$ cat src/core/oft_pkg.sv
package oft_pkg;
  // Microprocessor port addresses
  localparam logic [2:0] OFT_ADDR_HOLD0 = 3'h0;
  localparam logic [2:0] OFT_ADDR_XFER = 3'h4;
  localparam logic [2:0] OFT_ADDR_RD_OVR = 3'h4;
  localparam int OFT_HOLD_BYTES = 4;

  // Destination addresses carried in a transfer write
  localparam logic [7:0] OFT_DEST_CONFIG = 8'h04;
  localparam logic [7:0] OFT_DEST_OVERRIDE = 8'h08;
  localparam logic [7:0] OFT_DEST_CAPTURE = 8'h09;

  // Field positions
  localparam int OFT_TEST_EN_BIT = 3;
  localparam int OFT_PHASE_LSB = 0;
  localparam int OFT_PHASE_W = 5;
  localparam int OFT_STROBE_BIT = 5;
  localparam int OFT_LEVEL_BIT = 6;
  localparam int OFT_IBUS_LSB = 7;
  localparam int OFT_BUS_W = 10;
  localparam int OFT_VALID_BIT = 17;
  localparam int OFT_LOTICK_BIT = 18;
  localparam int OFT_QBUS_LSB = 19;
  localparam int OFT_OVR_USED_W = 29;

  // Reset values
  localparam logic [31:0] OFT_OVERRIDE_RST = 32'h0000_0000;
  localparam logic OFT_TEST_EN_RST = 1'b0;
  localparam logic [7:0] OFT_BYTE_RST = 8'h00;
endpackage

$ cat src/core/oft_test_ctrl.sv
`timescale 1ns/10ps
// Overview of operation
// - Test mode drives sample phase bus from override bits 4..0, bit 4 to MSB.
// - Test mode holds sample strobe at override bit 5, normal source ignored.
// - Test mode drives level compare output from override bit 6.
// - Test mode drives in-phase bus from override bits 16..7, bit 16 to MSB.
// - Test mode drives output valid flag from override bit 17.
// - Test mode drives local oscillator tick from override bit 18.
// - Test mode drives quadrature bus from bits 28..19; bits 31..29 reserved.
// - Bit 3 of destination 4 switches test mode on and off.
// - Any write to destination 9 captures the gain loop accumulator for readback.
module oft_test_ctrl
#(
  parameter int ACC_W = 32
)
(
  input wire logic clk_sys,
  input wire logic resetn,
  input wire logic [2:0] ctrlAddr,
  input wire logic [7:0] ctrlDataIn,
  input wire logic wrStrobe,
  input wire logic rdActive,
  output logic [7:0] ctrlDataOut,
  output logic ctrlDataOe,
  input wire logic [4:0] normPhase,
  input wire logic normStrobe,
  input wire logic normLevel,
  input wire logic [9:0] normIBus,
  input wire logic [9:0] normQBus,
  input wire logic normValid,
  input wire logic normLoTick,
  input wire logic [ACC_W-1:0] gainAccum,
  output logic [4:0] sample_phase_out,
  output logic sample_phase_strobe,
  output logic level_compare_out,
  output logic [9:0] inphase_out_bus,
  output logic [9:0] quadrature_out_bus,
  output logic output_valid_flag,
  output logic local_osc_tick,
  output logic testModeEn
);
  import oft_pkg::*;

  localparam int ACC_BYTES = ACC_W / 8;
  // Reserved top of the override word, never stored
  localparam int RSV_W = 32 - OFT_OVR_USED_W;

  // Readback is byte addressed, so the accumulator must fill whole bytes
  if (ACC_W < 8 || ACC_W > 32 || (ACC_W % 8) != 0)
  begin : g_bad_width
    $error("ACC_W must be 8, 16, 24 or 32");
  end

  // Hold word is exactly one override register wide
  if (OFT_HOLD_BYTES != 4)
  begin : g_bad_hold
    $error("OFT_HOLD_BYTES must be 4 to fill the override word");
  end

  // Fields must tile bits 28..0 exactly, or a pin would show a neighbour's bit
  if (OFT_PHASE_W != 5 || OFT_BUS_W != 10
      || OFT_PHASE_LSB + OFT_PHASE_W != OFT_STROBE_BIT
      || OFT_STROBE_BIT + 1 != OFT_LEVEL_BIT
      || OFT_LEVEL_BIT + 1 != OFT_IBUS_LSB
      || OFT_IBUS_LSB + OFT_BUS_W != OFT_VALID_BIT
      || OFT_VALID_BIT + 1 != OFT_LOTICK_BIT
      || OFT_LOTICK_BIT + 1 != OFT_QBUS_LSB
      || OFT_QBUS_LSB + OFT_BUS_W != OFT_OVR_USED_W
      || OFT_OVR_USED_W > 32)
  begin : g_bad_layout
    $error("Override field layout does not fit the output pins");
  end

  // Byte lane pick shared by both halves of the read map
  // Lane base formed by concatenation, so no multiplier is inferred
  function automatic logic [7:0] pickByte(input logic [31:0] word, input logic [1:0] lane);
    logic [4:0] base;
    base = {lane, 3'b000};
    return word[base +: 8];
  endfunction

  // True for a transfer write naming the given destination
  function automatic logic destHit(input logic xfer, input logic [7:0] d, input logic [7:0] w);
    return xfer && (d == w);
  endfunction

  logic [31:0] holdWord;
  logic [31:0] overrideVal_r;
  logic [ACC_W-1:0] accCapture_r;
  logic holdWr;
  logic xferWr;
  logic [31:0] accWide;
  logic cfgWr;
  logic ovrWr;
  logic capWr;

  assign holdWr = wrStrobe && (ctrlAddr < OFT_ADDR_XFER);
  assign xferWr = wrStrobe && (ctrlAddr == OFT_ADDR_XFER);

  // Transfer decode, one strobe per destination
  assign cfgWr = destHit(xferWr, ctrlDataIn, OFT_DEST_CONFIG);
  assign ovrWr = destHit(xferWr, ctrlDataIn, OFT_DEST_OVERRIDE);
  assign capWr = destHit(xferWr, ctrlDataIn, OFT_DEST_CAPTURE);

  // Capture padded to the bus word; lanes past ACC_W read zero
  assign accWide = 32'(accCapture_r);

  oft_hold_buf #(.BYTES(OFT_HOLD_BYTES)) u_hold
  (
    .clk_sys(clk_sys),
    .resetn(resetn),
    .wrEn(holdWr),
    .wrSel(ctrlAddr[1:0]),
    .wrByte(ctrlDataIn),
    .holdWord(holdWord)
  );

  // Test mode enable bit of the configuration destination
  always_ff @(posedge clk_sys or negedge resetn)
  begin
    if (!resetn)
    begin
      testModeEn <= OFT_TEST_EN_RST;
    end
    else if (cfgWr)
    begin
      testModeEn <= holdWord[OFT_TEST_EN_BIT];
    end
  end

  // Override store; reserved top bits never stored so they read zero
  always_ff @(posedge clk_sys or negedge resetn)
  begin
    if (!resetn)
    begin
      overrideVal_r <= OFT_OVERRIDE_RST;
    end
    else if (ovrWr)
    begin
      overrideVal_r <= {{RSV_W{1'b0}}, holdWord[OFT_OVR_USED_W-1:0]};
    end
  end

  // Snapshot of the accumulator; hold data in the transfer is don't care
  always_ff @(posedge clk_sys or negedge resetn)
  begin
    if (!resetn)
    begin
      accCapture_r <= '0;
    end
    else if (capWr)
    begin
      accCapture_r <= gainAccum;
    end
  end

  // Output selection registered so pins switch cleanly on the clock
  always_ff @(posedge clk_sys or negedge resetn)
  begin
    if (!resetn)
    begin
      sample_phase_out <= 5'h00;
      sample_phase_strobe <= 1'b0;
      level_compare_out <= 1'b0;
      inphase_out_bus <= 10'h000;
      quadrature_out_bus <= 10'h000;
      output_valid_flag <= 1'b0;
      local_osc_tick <= 1'b0;
    end
    else if (testModeEn)
    begin
      sample_phase_out <= overrideVal_r[OFT_PHASE_LSB +: OFT_PHASE_W];
      sample_phase_strobe <= overrideVal_r[OFT_STROBE_BIT];
      level_compare_out <= overrideVal_r[OFT_LEVEL_BIT];
      inphase_out_bus <= overrideVal_r[OFT_IBUS_LSB +: OFT_BUS_W];
      output_valid_flag <= overrideVal_r[OFT_VALID_BIT];
      local_osc_tick <= overrideVal_r[OFT_LOTICK_BIT];
      quadrature_out_bus <= overrideVal_r[OFT_QBUS_LSB +: OFT_BUS_W];
    end
    // Normal path; stored overrides stay put for the next enable
    else
    begin
      sample_phase_out <= normPhase;
      sample_phase_strobe <= normStrobe;
      level_compare_out <= normLevel;
      inphase_out_bus <= normIBus;
      output_valid_flag <= normValid;
      local_osc_tick <= normLoTick;
      quadrature_out_bus <= normQBus;
    end
  end

  // Read mux: low addresses give capture bytes, high ones override bytes
  always_ff @(posedge clk_sys or negedge resetn)
  begin
    if (!resetn)
    begin
      ctrlDataOut <= OFT_BYTE_RST;
    end
    else if (rdActive)
    begin
      if (ctrlAddr < OFT_ADDR_RD_OVR)
      begin
        if (int'(ctrlAddr) < ACC_BYTES)
        begin
          ctrlDataOut <= pickByte(accWide, ctrlAddr[1:0]);
        end
        else
        begin
          ctrlDataOut <= OFT_BYTE_RST;
        end
      end
      else
      begin
        ctrlDataOut <= pickByte(overrideVal_r, ctrlAddr[1:0]);
      end
    end
  end

  // Bus driven only while the processor holds its read active
  assign ctrlDataOe = rdActive;
endmodule

$ cat src/core/oft_hold_buf.sv
`timescale 1ns/10ps
// Byte-wide holding buffer assembling a 32-bit word from the 8-bit bus
module oft_hold_buf
#(
  parameter int BYTES = 4
)
(
  input wire logic clk_sys,
  input wire logic resetn,
  input wire logic wrEn,
  input wire logic [1:0] wrSel,
  input wire logic [7:0] wrByte,
  output logic [8*BYTES-1:0] holdWord
);
  import oft_pkg::*;

  // Two select bits reach at most four byte lanes
  if (BYTES < 1 || BYTES > 4)
  begin : g_bad_bytes
    $error("BYTES must lie between 1 and 4");
  end

  // Read data comes straight from the storage flops
  always_ff @(posedge clk_sys or negedge resetn)
  begin
    if (!resetn)
    begin
      holdWord <= '0;
    end
    else if (wrEn && (int'(wrSel) < BYTES))
    begin
      holdWord[8*wrSel +: 8] <= wrByte;
    end
  end
endmodule

$ cat config.mk
export PLATFORM = sky130hd
export DESIGN_NAME = oft_test_ctrl
export DESIGN_NICKNAME = d
export VERILOG_FILES = /design/src/core/oft_pkg.sv /design/src/core/oft_test_ctrl.sv /design/src/core/oft_hold_buf.sv
export SDC_FILE = /design/constraint.sdc
export NUM_CORES = 1
export LEC_CHECK = 0
export ABC_AREA = 0
export ABC_CLOCK_PERIOD_IN_PS = 2500
export BUFFER_PORTS_ARGS = -buffer_cell sky130_fd_sc_hd__buf_4
export CORE_MARGIN = 1
export CORE_UTILIZATION = 55
export DETAILED_ROUTE_END_ITERATION = 7
export PLACE_DENSITY = 0.8
export SYNTH_ARGS = -nofsm -noshare
export SYNTH_HDL_FRONTEND = slang
export SYNTH_SLANG_ARGS = --single-unit
$ cat constraint.sdc
create_clock -name clk_sys -period 2.5 [get_ports clk_sys]
set_clock_uncertainty 0.15 [all_clocks]
set_input_delay 0.375 -clock clk_sys [delete_from_list [all_inputs] [get_ports clk_sys]]
set_output_delay 0.375 -clock clk_sys [all_outputs]
set_load 0.01 [all_outputs]
==> impl_results.md <==
* Routed wire length at approximately 15 mm
* Number of antenna diodes at 0
* FF-to-FF End: inphase_out_bus[0]
* Measured slew at the worst slew-check pin at 639.4 ps
* Initial DRC count at between 150 and 200
* Status: finished, final reports clean
* Fin cells at between 700 and 800
* Cell leakage power at about 3.8 nW
* Worst setup margin at ~95 ps
* Most common flop cell mapped by yosys: dfrtp_1
* Clk sinks at around 130
* Fmax at approximately 420 MHz
* Remaining antenna violation count at 0
* Tcrit/Tclk final at 0.9622
* Worst endpoint data arrival time at 2630 ps
* # DRC at 0
* Num CTS Buffers at 17
* FF-to-FF setup slack at 1230 ps
* Max VDD drop at just over 0.4 mV
* Layout area overhead at 42.58%
* Place WS at 164.3 ps
* Via density at between 5 and 6
* Final setup TNS at 0 ps
* First-pass GRT wire length at around 23 mm
* CTS Buffer Depth at 2
* Crit start category: primary input
* Most frequent cells after synthesis: dfrtp_1, mux2_2, a22o_1
* Final Hold Viols at 0
* DP HPWL at around 9.3 mm
* # Post-CTS Setup Buffers at 0
* CTS tree: built
* Ys Warns at 0
* Initial antenna violation count at 0
* Pwr per Cell Area at around 660 nW/um2
* Die area at between 10,000 and 15,000 um2
* FFs w/ async S/R, synth at 1.000
* GRT Total Usage at 0.3067
* Unique cell type count in the Yosys netlist at 33
* Layout cell share with drive strength beyond 1 at 0.4420
* Yosys top cell area share at 0.5873
* DR vias at between 3k and 4k
* CTS resizes at 0
* Initial Util at 0.5793
* Crit path capture type: flop
* Max-slew violations at 0
* Floorplan core area at roughly 9400 um2
* Worst setup path endpoint: accCapture_r[18]
* FF-to-FF path depth at 2
* Total global routing overflow at 0
* Dominant cell by count in the synthesized netlist: dfrtp_1
* Worst Setup Path Type: primary input to flop
* Clock root buffer: clkbuf_8
* H-tree lvl count at 4
* Max-Cap Viols at 0
* CP required at between 2000 and 3000 ps
* RD Place Congestion at around 0.92
* Vias in the first global route at 4,146
* Post-synth EDFFs at 0
* Post-layout net count at between 600 and 700
* DR WL/cell at ~20 um
* HP Class: primary input to flop
* Die height at approximately 100 um
* # hold bufs at CTS at 70
* Period minus WS final at around 2400 ps
* PortBufs at approximately 110
* Area leader, netlist: dfrtp_1
* CP startpoint: ctrlDataIn[1]
* RSZ-0062 raised after global routing: false
* # rows at 35
* Crit-path max FO at 22
* Synthesized cell area at between 5000 and 6000 um2
* Number of placed I/O pins at ~120
* Largest net degree at the start of global routing at 45
* Die Span X at between 100 and 150 um
* Worst-Skew Late Latency at about 500 ps
* Pre-antenna DRT Iters at 4
* RR Startpoint: testModeEn
* Clock Pin Slew Worst Setup and Hold Paths at approximately 60 ps
* # setup viols final at 0
* Sequential area share after synthesis at 0.5873
* Post-synthesis net count at 454
* Synth area leaders: dfrtp_1, mux2_2, a22o_1
* Syn_area_per_cell at about 15 um2
* Synth Register Bits at about 130
* Post-Syn Instances at about 370
* Worst rel slew slack at 0.5721
* Placed insts at ~600
-- placed cells by master (no fill, tap or decap), drive strengths merged, types with 6 or more instances in the layout --
cell           n
nand2b        10
mux2         104
clkinv         7
nor2b          6
mux2i         16
dlygate4sd3   70
clkbuf        20
nand2         11
dfrtp        128
buf          128
a22o          29
-- layer usage --
metal	global-route usage	share of wire	vias to the layer above
li1	-	-	1783
met1	0.3961	0.42	1972
met2	0.5177	0.51	152
met3	0.06418	0.052	20
met4	0.1026	0.016	0
met5	0	0	-
-- power breakdown --
part,switching (mW),internal [mW],total [mW]
registers,0.0392,2.14,2.18
clock network,0.923,1.53,2.45
logic,0.211,0.278,0.490
-- worst max-delay path: stages --
cell	delay, ps
dlygate4sd3_1	540
buf_4	150
or4_4	580
nor4_4	350
buf_12	240
mux2_1	390
-- stage by stage --
step	cell area, um2	hold WS (ps)	utilization	power [mW]
after floorplan	5454	-70.59	-	2.356
after global placement	6490	254.8	0.6893	2.601
after detailed placement	6490	275.0	0.6893	2.611
after CTS	7776	5.758	0.8259	5.132
after global routing	7776	20.34	0.8259	5.289
final	7776	25.26	0.8259	5.121
-- final cells by class --
class / count / area [um2]
clock buffers: 20 / 425.4
clock inverters: 12 / 160.2
fillers: 477 / 1639
inverters: 4 / 15.01
multi-input cells: 224 / 2125
flip-flops and latches: 128 / 3203
well taps: 129 / 161.4
repair buffers: 198 / 1687
-- state kept, by name, summed over array words and instances (netlist names) --
name / flops
quadrature_out_bus: 10
local_osc_tick: 1
level_compare_out: 1
sample_phase_strobe: 1
inphase_out_bus: 10
overrideVal_r: 29
sample_phase_out: 5
accCapture_r: 32
testModeEn: 1
ctrlDataOut: 8
u_hold.holdWord: 29
output_valid_flag: 1
-- worst min-delay path by stage --
stage / cells past startpoint / slack [ps] / start / to
finish: 2 / 30 / ctrlDataIn[0] / u_hold.holdWord[0]
CTS: 2 / 6 / ctrlDataIn[0] / u_hold.holdWord[0]
global route: 2 / 20 / ctrlDataIn[0] / u_hold.holdWord[0]
global placement: 1 / 250 / resetn / accCapture_r[26]
detailed placement: 1 / 270 / resetn / quadrature_out_bus[7]
floorplan: 0 / -70 / resetn / accCapture_r[0]
-- kinds of logic after synthesis --
kind of cell	after synthesis	share of synthesized area
buffers and inverters	21	0.02317
AND/OR/NAND/NOR	46	0.05437
AO/OA/AOI/OAI	53	0.07961
flip-flops	128	0.5873
adder cells (fa/ha/maj)	5	0.01147
multiplexers	120	0.2441
Note: power is estimated with default switching activity, not from simulation.
